===== config.mk =====
export PLATFORM = sky130hd
export DESIGN_NAME = csr_channel_regs
export DESIGN_NICKNAME = d
export VERILOG_FILES = /design/src/core/csr_sequencer.v /design/src/core/csr_channel_regs.v
export VERILOG_INCLUDE_DIRS = /design/src /design/src/include
export SDC_FILE = /design/constraint.sdc
export NUM_CORES = 1
export LEC_CHECK = 0
export ABC_AREA = 1
export BUFFER_PORTS_ARGS = -buffer_cell sky130_fd_sc_hd__clkbuf_2
export CAP_MARGIN = 20
export CORE_AREA = 2 2 395 397
export CTS_CLUSTER_DIAMETER = 40
export DETAILED_ROUTE_END_ITERATION = 10
export DIE_AREA = 0 0 397 399
export GPL_TIMING_DRIVEN = 0
export PLACE_DENSITY = 0.36
export SYNTH_ARGS = -nofsm -noshare
export SYNTH_HDL_FRONTEND = slang
export SYNTH_SLANG_ARGS = --single-unit

===== constraint.sdc =====
create_clock -name clk -period 4.67 [get_ports clk]
set_input_delay 1.1675 -clock clk [delete_from_list [all_inputs] [get_ports clk]]
set_output_delay 1.1675 -clock clk [all_outputs]
set_load 0.005 [all_outputs]

===== src/include/csr_defines.vh =====
// Constants for the channel setup register block: register offsets,
// field positions, reset values and the arbitrary identity code.
// Assumes an 8-bit word address and 16-bit register data.
`ifndef CSR_DEFINES_VH
`define CSR_DEFINES_VH

// ----------------------------------------------------------------
// Register offsets
// ----------------------------------------------------------------
`define CSR_ADDR_IDENTITY     8'h07
`define CSR_ADDR_CHAN_ZERO    8'h10
`define CSR_ADDR_SEQ_STATUS   8'h7F

// ----------------------------------------------------------------
// Channel configuration fields
// ----------------------------------------------------------------
`define CSR_CH_ENABLE_BIT     15
`define CSR_CH_SETUP_MSB      14
`define CSR_CH_SETUP_LSB      12
`define CSR_CH_INPUT_MSB      9
`define CSR_CH_INPUT_LSB      0
`define CSR_CH_WRITE_MASK     16'hF3FF
`define CSR_CH_ZERO_RESET     16'h8001

// ----------------------------------------------------------------
// Sequencer status fields
// ----------------------------------------------------------------
`define CSR_ST_RUNNING_BIT    15
`define CSR_ST_SETUP_MSB      14
`define CSR_ST_SETUP_LSB      12
`define CSR_ST_CHAN_LSB       0

// ----------------------------------------------------------------
// Identity
// ----------------------------------------------------------------
// The value is arbitrary and neutral; the real part code is set per product.
`define CSR_IDENTITY_DEFAULT  16'h5A5A

`endif


===== src/core/csr_sequencer.v =====
// Channel sequencer: walks round the enabled channels, one conversion each.
// Assumes conversionDone is a one-cycle pulse from the modulator/filter.
`timescale 1ns/1ps

module csr_sequencer #(
	parameter NUM_CH  = 16,
	parameter CH_BITS = 4
) (
	// Clock and reset
	input  wire               clk,
	input  wire               rst_n,
	// Channel enables and conversion events
	input  wire [NUM_CH-1:0]  chanEnable,
	input  wire               conversionDone,
	// Sequencer state
	output reg  [CH_BITS-1:0] activeChannel,
	output reg                running,
	output reg                switched
);

	// ----------------------------------------------------------------
	// States
	// ----------------------------------------------------------------
	localparam IDLE = 1'b0;
	localparam RUN  = 1'b1;

	reg               state;
	reg [CH_BITS-1:0] nextFromCurrent;
	reg [CH_BITS-1:0] nextFromTop;

	// First enabled channel after cur, wrapping; cur itself if it is the only one.
	function [CH_BITS-1:0] nextEnabled;
		input [NUM_CH-1:0]  en;
		input [CH_BITS-1:0] cur;
		integer             k;
		integer             idx;
		reg                 found;
		begin
			found       = 1'b0;
			nextEnabled = cur;
			for (k = 1; k <= NUM_CH; k = k + 1) begin
				idx = (cur + k) % NUM_CH;
				if (!found && en[idx]) begin
					found       = 1'b1;
					nextEnabled = idx[CH_BITS-1:0];
				end
			end
		end
	endfunction

	always @* begin
		nextFromCurrent = nextEnabled(chanEnable, activeChannel);
		nextFromTop     = nextEnabled(chanEnable, NUM_CH[CH_BITS-1:0] - 1'b1);
	end

	// ----------------------------------------------------------------
	// Stepping
	// ----------------------------------------------------------------
	// A channel disabled while it converts is left at once rather than
	// finishing, so software never waits on a channel it switched off.
	always @(posedge clk or negedge rst_n) begin
		if (!rst_n) begin
			state         <= IDLE;
			activeChannel <= {CH_BITS{1'b0}};
			running       <= 1'b0;
			switched      <= 1'b0;
		end else begin
			switched <= 1'b0;
			case (state)
				IDLE: begin
					if (|chanEnable) begin
						activeChannel <= nextFromTop;
						state         <= RUN;
						running       <= 1'b1;
						switched      <= 1'b1;
					end
				end
				RUN: begin
					if (~|chanEnable) begin
						state   <= IDLE;
						running <= 1'b0;
					end else if (conversionDone || !chanEnable[activeChannel]) begin
						activeChannel <= nextFromCurrent;
						switched      <= 1'b1;
					end
				end
				default: begin
					state   <= IDLE;
					running <= 1'b0;
				end
			endcase
		end
	end

endmodule


===== src/core/csr_channel_regs.v =====
// Identity word, first channel configuration register, and the logic that
// turns the enabled channels into the setup and input pair now converting.
// Assumes the serial interface presents a plain strobe port on clk, and
// that the other channel registers and all setup banks live elsewhere.
`timescale 1ns/1ps
`include "csr_defines.vh"

module csr_channel_regs #(
	parameter NUM_CH       = 16,
	parameter CH_BITS      = 4,
	parameter NUM_SETUPS   = 8,
	parameter SETUP_BITS   = 3,
	parameter INPUT_BITS   = 10,
	parameter CFG_WIDTH    = 16,
	parameter COEF_WIDTH   = 24,
	// Arbitrary neutral identity value.
	parameter [15:0] PRODUCT_IDENTITY = `CSR_IDENTITY_DEFAULT
) (
	// Clock and reset
	input  wire                                clk,
	input  wire                                rst_n,
	// Register port
	input  wire [7:0]                          regAddr,
	input  wire [15:0]                         regWrData,
	input  wire                                regWrStrobe,
	input  wire                                regRdStrobe,
	output reg  [15:0]                         regRdData,
	output reg                                 regRdValid,
	// Channel zero fields for the rest of the converter
	output wire                                firstChannelEnable,
	output wire [SETUP_BITS-1:0]               firstChannelSetupChoice,
	output wire [INPUT_BITS-1:0]               firstChannelInputPair,
	// Remaining channel registers, channel 1 in the lowest slice
	input  wire [NUM_CH-1:1]                   otherChanEnable,
	input  wire [(NUM_CH-1)*SETUP_BITS-1:0]    otherChanSetup,
	input  wire [(NUM_CH-1)*INPUT_BITS-1:0]    otherChanInput,
	// Setup banks, setup 0 in the lowest slice
	input  wire [NUM_SETUPS*CFG_WIDTH-1:0]     setupConfigBank,
	input  wire [NUM_SETUPS*CFG_WIDTH-1:0]     filterConfigBank,
	input  wire [NUM_SETUPS*COEF_WIDTH-1:0]    offsetBank,
	input  wire [NUM_SETUPS*COEF_WIDTH-1:0]    gainBank,
	// Conversion events from the modulator and filter
	input  wire                                conversionDone,
	// Configuration applied to the modulator
	output reg  [CH_BITS-1:0]                  activeChannel,
	output reg                                 convertingValid,
	output reg                                 conversionStart,
	output reg  [INPUT_BITS-1:0]               activeInputPair,
	output reg  [SETUP_BITS-1:0]               activeSetup,
	output reg  [CFG_WIDTH-1:0]                activeSetupConfig,
	output reg  [CFG_WIDTH-1:0]                activeFilterConfig,
	output reg  [COEF_WIDTH-1:0]               activeOffset,
	output reg  [COEF_WIDTH-1:0]               activeGain
);

	// ----------------------------------------------------------------
	// Channel zero register
	// ----------------------------------------------------------------
	reg  [15:0] channelZeroConfig;
	wire        hitChanZero;
	wire        hitIdentity;
	wire        hitStatus;

	assign hitChanZero = (regAddr == `CSR_ADDR_CHAN_ZERO);
	assign hitIdentity = (regAddr == `CSR_ADDR_IDENTITY);
	assign hitStatus   = (regAddr == `CSR_ADDR_SEQ_STATUS);

	// Writes to the identity and status offsets fall through with no effect.
	always @(posedge clk or negedge rst_n) begin
		if (!rst_n) begin
			channelZeroConfig <= `CSR_CH_ZERO_RESET;
		end else if (regWrStrobe && hitChanZero) begin
			channelZeroConfig <= regWrData & `CSR_CH_WRITE_MASK;
		end
	end

	assign firstChannelEnable      = channelZeroConfig[`CSR_CH_ENABLE_BIT];
	assign firstChannelSetupChoice = channelZeroConfig[`CSR_CH_SETUP_MSB:`CSR_CH_SETUP_LSB];
	assign firstChannelInputPair   = channelZeroConfig[`CSR_CH_INPUT_MSB:`CSR_CH_INPUT_LSB];

	// ----------------------------------------------------------------
	// Sequencer
	// ----------------------------------------------------------------
	wire [NUM_CH-1:0]            allEnable;
	wire [NUM_CH*SETUP_BITS-1:0] allSetup;
	wire [NUM_CH*INPUT_BITS-1:0] allInput;
	wire [CH_BITS-1:0]           seqChannel;
	wire                         seqRunning;
	wire                         seqSwitched;

	assign allEnable = {otherChanEnable, firstChannelEnable};
	assign allSetup  = {otherChanSetup, firstChannelSetupChoice};
	assign allInput  = {otherChanInput, firstChannelInputPair};

	csr_sequencer #(
		.NUM_CH  (NUM_CH),
		.CH_BITS (CH_BITS)
	) sequencer (
		.clk            (clk),
		.rst_n          (rst_n),
		.chanEnable     (allEnable),
		.conversionDone (conversionDone),
		.activeChannel  (seqChannel),
		.running        (seqRunning),
		.switched       (seqSwitched)
	);

	// ----------------------------------------------------------------
	// Setup selection
	// ----------------------------------------------------------------
	// Every channel shares one setup when software wrote the same code into
	// each enabled register; nothing here checks or enforces that.
	wire [SETUP_BITS-1:0] next_setup;
	wire [INPUT_BITS-1:0] next_input;

	assign next_setup = allSetup[seqChannel*SETUP_BITS +: SETUP_BITS];
	assign next_input = allInput[seqChannel*INPUT_BITS +: INPUT_BITS];

	// All four setup words are taken from one index in one edge, so the
	// modulator never sees a mix of two setups.
	always @(posedge clk or negedge rst_n) begin
		if (!rst_n) begin
			activeChannel      <= {CH_BITS{1'b0}};
			convertingValid    <= 1'b0;
			conversionStart    <= 1'b0;
			activeInputPair    <= {INPUT_BITS{1'b0}};
			activeSetup        <= {SETUP_BITS{1'b0}};
			activeSetupConfig  <= {CFG_WIDTH{1'b0}};
			activeFilterConfig <= {CFG_WIDTH{1'b0}};
			activeOffset       <= {COEF_WIDTH{1'b0}};
			activeGain         <= {COEF_WIDTH{1'b0}};
		end else begin
			activeChannel      <= seqChannel;
			convertingValid    <= seqRunning;
			conversionStart    <= seqSwitched;
			activeInputPair    <= next_input;
			activeSetup        <= next_setup;
			activeSetupConfig  <= setupConfigBank[next_setup*CFG_WIDTH +: CFG_WIDTH];
			activeFilterConfig <= filterConfigBank[next_setup*CFG_WIDTH +: CFG_WIDTH];
			activeOffset       <= offsetBank[next_setup*COEF_WIDTH +: COEF_WIDTH];
			activeGain         <= gainBank[next_setup*COEF_WIDTH +: COEF_WIDTH];
		end
	end

	// ----------------------------------------------------------------
	// Read port
	// ----------------------------------------------------------------
	reg [15:0] next_rdData;
	reg [15:0] statusWord;

	always @* begin
		statusWord = 16'h0000;
		statusWord[`CSR_ST_RUNNING_BIT] = convertingValid;
		statusWord[`CSR_ST_SETUP_MSB:`CSR_ST_SETUP_LSB] = activeSetup;
		statusWord[`CSR_ST_CHAN_LSB +: CH_BITS] = activeChannel;
	end

	// Unmapped offsets read as zero.
	always @* begin
		next_rdData = 16'h0000;
		if (hitIdentity) begin
			next_rdData = PRODUCT_IDENTITY;
		end else if (hitChanZero) begin
			next_rdData = channelZeroConfig & `CSR_CH_WRITE_MASK;
		end else if (hitStatus) begin
			next_rdData = statusWord;
		end
	end

	// Read data stand for exactly the cycle after the strobe.
	always @(posedge clk or negedge rst_n) begin
		if (!rst_n) begin
			regRdData  <= 16'h0000;
			regRdValid <= 1'b0;
		end else begin
			regRdValid <= regRdStrobe;
			if (regRdStrobe) begin
				regRdData <= next_rdData;
			end else begin
				regRdData <= 16'h0000;
			end
		end
	end

endmodule


### After elaboration in Yosys (flattened, before gate mapping)

Index checks and enable logic that the tools add are counted.

* output and inout bits: 130
* bits in registers: 137
* logic and storage cells: 244

* reductions and logical operators: 66
* add/subtract/negate cells: 16
* $lt $le $gt $ge: 17
* bitwise operators: 1
* muxes and demuxes: 111
* shift operators: 6
* $mul: 3
* equal/unequal tests: 8

Operator list (number)
* $shiftx A192 B9 Y24: 2
* $shiftx A128 B8 Y16: 2
* $shiftx A160 B9 Y10: 1
* $mux W4: 35
* $lt A4 B5 Y1 const B: 17
* $bmux W1 S4: 17
* $mux W16: 4
* $mux W1: 52
* $shiftx A48 B7 Y3: 1
* $add A4 B4 Y4 const B: 8
* $logic_and A1 B1 Y1: 31
* $logic_not A1 Y1: 31
* $ne A17 B17 Y1 const B: 1
* $add A4 B3 Y4 const B: 4
* $reduce_or A16 Y1: 1
* $add A4 B1 Y4 const B: 2
* $add A4 B2 Y4 const B: 2
* $eq A8 B3 Y1 const B: 1
* $eq A8 B5 Y1 const B: 1
* $eq A8 B7 Y1 const B: 1
* $pmux W4 S2: 1
* $mul A4 B3 Y7 const B: 1
* $mul A4 B2 Y6 const B: 1
* $ne A2 B2 Y1 const B: 3
* other kinds (7): 8

### Longest topological paths before layout

* word-level depth: 52
* mapped depth: 32
* depth with buffers taken out: 27

### Hierarchy

From an unflattened synthesis, not the netlist that was laid out.

* cell total of the unflattened synthesis: 2991
* area, all modules: 16701.0 µm²

By module, submodules not included
* csr_channel_regs: sequential area each 3230.6 µm², times used 1, cells each 2525, area an instance 14328.7 µm²
* csr_sequencer: sequential area each 175.2 µm², times used 1, cells each 466, area an instance 2372.3 µm²

### Worst setup path before layout

No wires, ideal clock.

* path kind: reg-to-reg
* start point: register sequencer.activeChannel[0]
* end point: register sequencer.activeChannel[1]
* slack: 0.970 ns
* library setup time: 0.120 ns
* arrival: 3.580 ns
* period minus slack after synthesis: 3.700 ns
* data required time: 4.550 ns
* cell stages (with the launch flop): 27
* cell sequence: dfrtp_1 buf_4 inv_4 buf_2 buf_2 buf_2 buf_1 ha_1 inv_1 buf_2 nand3_1 nand3_1 nand3_1 nand2_2 nand4_2 nor2_4 nand4_4 nor2_8 nand4_4 nor2_4 nand3_2 nor2_1 nor2_1 nand2_1 nand2_1 nand2_1 nand2_1

* cells in the longest elaborated chain, start to end: 52
* elaborated cells between the ends (all ways): 119

RTL lines
* start, declared: line csr_sequencer.v:16 `output reg [CH_BITS-1:0] activeChannel,`
* start signal, assigned: line csr_sequencer.v:64 `activeChannel <= {CH_BITS{1'b0}};`
* start signal, assigned: line csr_sequencer.v:72 `activeChannel <= nextFromTop;`
* start signal, assigned: line csr_sequencer.v:83 `activeChannel <= nextFromCurrent;`
* $add A4 B1 Y4: line csr_sequencer.v:42 `idx = (cur + k) % NUM_CH;`
* $bmux W1 S4: line csr_sequencer.v:43 `if (!found && en[idx]) begin`
* $mux W1 (implied by the code): line csr_sequencer.v:43
* $mux W1: line csr_sequencer.v:43
* $logic_not A1 Y1: line csr_sequencer.v:43
* $logic_and A1 B1 Y1: line csr_sequencer.v:43
* $mux W1: line csr_sequencer.v:43
* $logic_not A1 Y1: line csr_sequencer.v:43
* (+36 left out)
* $logic_and A1 B1 Y1: line csr_sequencer.v:43
* $mux W1: line csr_sequencer.v:43
* $logic_not A1 Y1: line csr_sequencer.v:43
* $logic_and A1 B1 Y1: line csr_sequencer.v:43
* $mux W4: line csr_sequencer.v:43
* $mux W4: line csr_sequencer.v:82 `end else if (conversionDone || !chanEnable[activeChannel]) begin`
* $mux W4: line csr_sequencer.v:79 `if (~|chanEnable) begin`
* $pmux W4 S2: line csr_sequencer.v:69 `case (state)`

Several ways; a longest one is shown, not always the timed one. The select of a mux whose other input is x is not followed.
A chain may end at the register's enable or synchronous reset.

### Worst setup path after layout

* start point: register sequencer.activeChannel[0]
* end point: register activeGain[13]

* cells in the longest elaborated chain, start to end: 4

RTL lines
* $mul A4 B2 Y6: line csr_channel_regs.v:116 `assign next_setup = allSetup[seqChannel*SETUP_BITS +: SETUP_BITS];`
* $shiftx A48 B7 Y3: line csr_channel_regs.v:116
* $mul A3 B2 Y5: line csr_channel_regs.v:141 `activeGain <= gainBank[next_setup*COEF_WIDTH +: COEF_WIDTH];`
* $shiftx A192 B9 Y24: line csr_channel_regs.v:141
* end signal, assigned: line csr_channel_regs.v:131 `activeGain <= {COEF_WIDTH{1'b0}};`
* end signal, assigned: line csr_channel_regs.v:141
* end, declared: line csr_channel_regs.v:53 `output reg [COEF_WIDTH-1:0] activeGain`

No other way between the ends.

==> metrics.txt <==
share of cells above drive strength 1 0.355; power share of the sequential group 0.083; area of the die 158000 sq um; Final Hold Viols 0; Detailed Route Iter0 Violations between 1500 and 2000; Buf/Inv on CP 7; Initial Util 0.0841; Worst path top cell family by delay buffers and inverters; Pwr Total 0.0245 W; clk_skew 29.6 ps; CTS max path bufs 2; Ports 1009; DRT met1 WL 57400 microns; worst path arrival time 4840 ps; Gate power share 0.852; CP Class reg -> reg; most frequent cells in the layout clkbuf_2, nor2_1, o21ai_0, nand2_1, dfrtp_1; clock power share 0.065; H-tree levels 4; Max-cap violations 0; CTS sink count about 140; worst hold-check path type reg -> reg; P_int 0.00799 W; Peak supply drop 522 uV; leakage power total 10.2 nW; Syn Nets 3094; CTS tree built; total number of vias roughly 21000; Async SR Flop Fraction 1.00; GRT Util Overall 0.181; WP data required around 5000 ps; Layout Cells excl Fill around 5300; r2r setup slk 190 ps; chip height 399 microns; Reg clk slew, reported paths 80 ps; met2 wire len 75900 microns; part of the Yosys area used for sequential elements 0.263; Synth cell types 48; Die W 397 microns; Worst Tran Pin Value around 1100 ps; switching part of the total power 0.673; TritonRoute pass-1 iters 6; PortBufs 1005; Worst path slowest cell clkbuf_2; row count 144; Hold Path Depth 0; Synth Warn # 0; worst path cell trace buf_4 -> buf_2 -> buf_2 -> o21ai_0 -> o22ai_1 -> nand2_1 -> nand4_1 -> buf_8 -> inv_1 -> buf_2 -> clkbuf_2 -> nor2_1 -> o22ai_1 -> nor2_1 -> a31oi_2; total grt overflow 0; top routing layer used met5; largest net degree at the start of global routing 70; CP Launch Type register; commonest non-fill, non-tap cell in the layout clkbuf_2; WL per Instance 27.9 microns; initial antenna violation count 68; Max Freq about 220 MHz; Mean Syn Cell Area 5.87 sq um; worst skew pair latency 530 ps; R2R cell count 15; pwr/cell area 1130 nW/um^2; number of remaining DRC errors 0; CP max stage delay 520 ps; Post-Synthesis Cells between 2000 and 2500; Crit Path Max Fanout 10; vias in the first global route 21400; #FFs+latches synth 136; crit path capture type register; GP Congestion 0.954; met3 wire length 10700 microns; number of synthesized flops with an enable pin 0; Synth Flop Type dfrtp_1; Root Buffer clkbuf_16; Crit. path cell count 15; synth-to-layout area growth 67.1%; CP most frequent cell buf_2; Post-DP HPWL 129000 microns; Cell Area, Synth approximately 13000 sq um; net switching power 0.0165 W; setup bufs post-CTS 0; Detailed Route WL 149000 microns; first-pass GRT wire length 192000 microns; Core ar. 154000 sq um; Setup violations, final 0; Slew HR 0.276; cts bufs inserted 17; Layout Nets 4136; fin crit share 0.960; Via-to-Cell Ratio around 4.0; Placed Cells incl. Taps 5275; Period minus WS final ~4500 ps; Post-DRT Antenna Nets 0; final max-slew violation count 0; status complete, no violations
-- final cells by class --
| cell class | count | area (sq um) |
|---|---|---|
| diodes | 21 | 52.6 |
| plain buffers | 170 | 774 |
| clock inverters | 14 | 163 |
| inverters | 79 | 304 |
| fillers | 18300 | 132000 |
| repair buffers | 1026 | 5380 |
| multi-input cells | 1817 | 8540 |
| flip-flops and latches | 136 | 3410 |
| clock buffers | 18 | 429 |
| well taps | 2044 | 2560 |
-- cells in the mapped netlist (9+ instances only) --
library cell | number | share of area
a21oi_1 | 37 | 0.014
a31oi_1 | 81 | 0.039
buf_1 | 10 | 0.0029
buf_2 | 40 | 0.015
clkbuf_1 | 116 | 0.034
dfrtp_1 | 134 | 0.26
ha_1 | 10 | 0.0097
inv_1 | 69 | 0.020
nand2_1 | 213 | 0.062
nand3_1 | 100 | 0.039
nand4_1 | 22 | 0.011
nor2_1 | 716 | 0.21
nor3_1 | 9 | 0.0035
o21ai_0 | 451 | 0.17
o22ai_1 | 122 | 0.059
-- power by group through the flow --
stage               Clock (W)  Sequential [W]  Combinational (W)
floorplan                   0         0.00200            0.00983
global placement            0         0.00205             0.0204
detailed placement          0         0.00205             0.0210
CTS                   0.00169         0.00203             0.0211
global route          0.00170         0.00207             0.0225
finish                0.00160         0.00202             0.0208
-- cells by family after synthesis --
group           after synthesis  share of synthesized area
fa+ha+maj                    10                    0.00967
xor+xnor                      8                    0.00600
compound gates              711                      0.298
mux                           2                    0.00174
other cells                   1                   0.000290
flops                       136                      0.263
simple gates               1085                      0.340
buf+inv                     252                     0.0806
-- path summary, 6_finish.rpt --
path / to / startpoint
worst max-delay path: activeGain[13]$_DFF_PN0_ / sequencer.activeChannel[0]$_DFFE_PN0P_
worst min-delay path: conversionStart$_DFF_PN0_ / sequencer.switched$_DFF_PN0_
worst max register to register: activeGain[13]$_DFF_PN0_ / sequencer.activeChannel[0]$_DFFE_PN0P_
worst min register to register: conversionStart$_DFF_PN0_ / sequencer.switched$_DFF_PN0_
max in group asynchronous: activeGain[10]$_DFF_PN0_ / rst_n
min in group asynchronous: activeGain[3]$_DFF_PN0_ / rst_n
-- per-stage QoR --
stage	util	TNS (ps)	hold WS, ps	setup WS, ps	area (sq um)
after detailed placement	0.136	-8190	347	-918	20900
after global routing	0.140	-15.3	390	-8.84	21600
after global placement	0.134	-230230	357	-1820	20500
final	0.141	0	379	187	21600
after floorplan	-	0	331	970	12900
after CTS	0.140	0	387	5.13	21500
-- repair_timing --
item                                   in CTS  in global routing
setup endpoints to repair                  20                 15
gates resized for setup                    20                 21
endpoints found under the hold margin       0                  0
hold buffers                                0                  0
-- registers in the layout (all words and copies together) (netlist names), 10 cells and up --
signal,flops
activeGain,24
activeOffset,24
activeFilterConfig,16
activeSetupConfig,16
regRdData,15
channelZeroConfig,14
activeInputPair,10
-- layer usage --
layer,global-route usage,vias up
li1,-,9643
met1,0.202,10200
met2,0.329,1059
met3,0.0489,191
met4,0.0563,10
met5,0,-
Note: power is estimated with default switching activity, not from simulation.
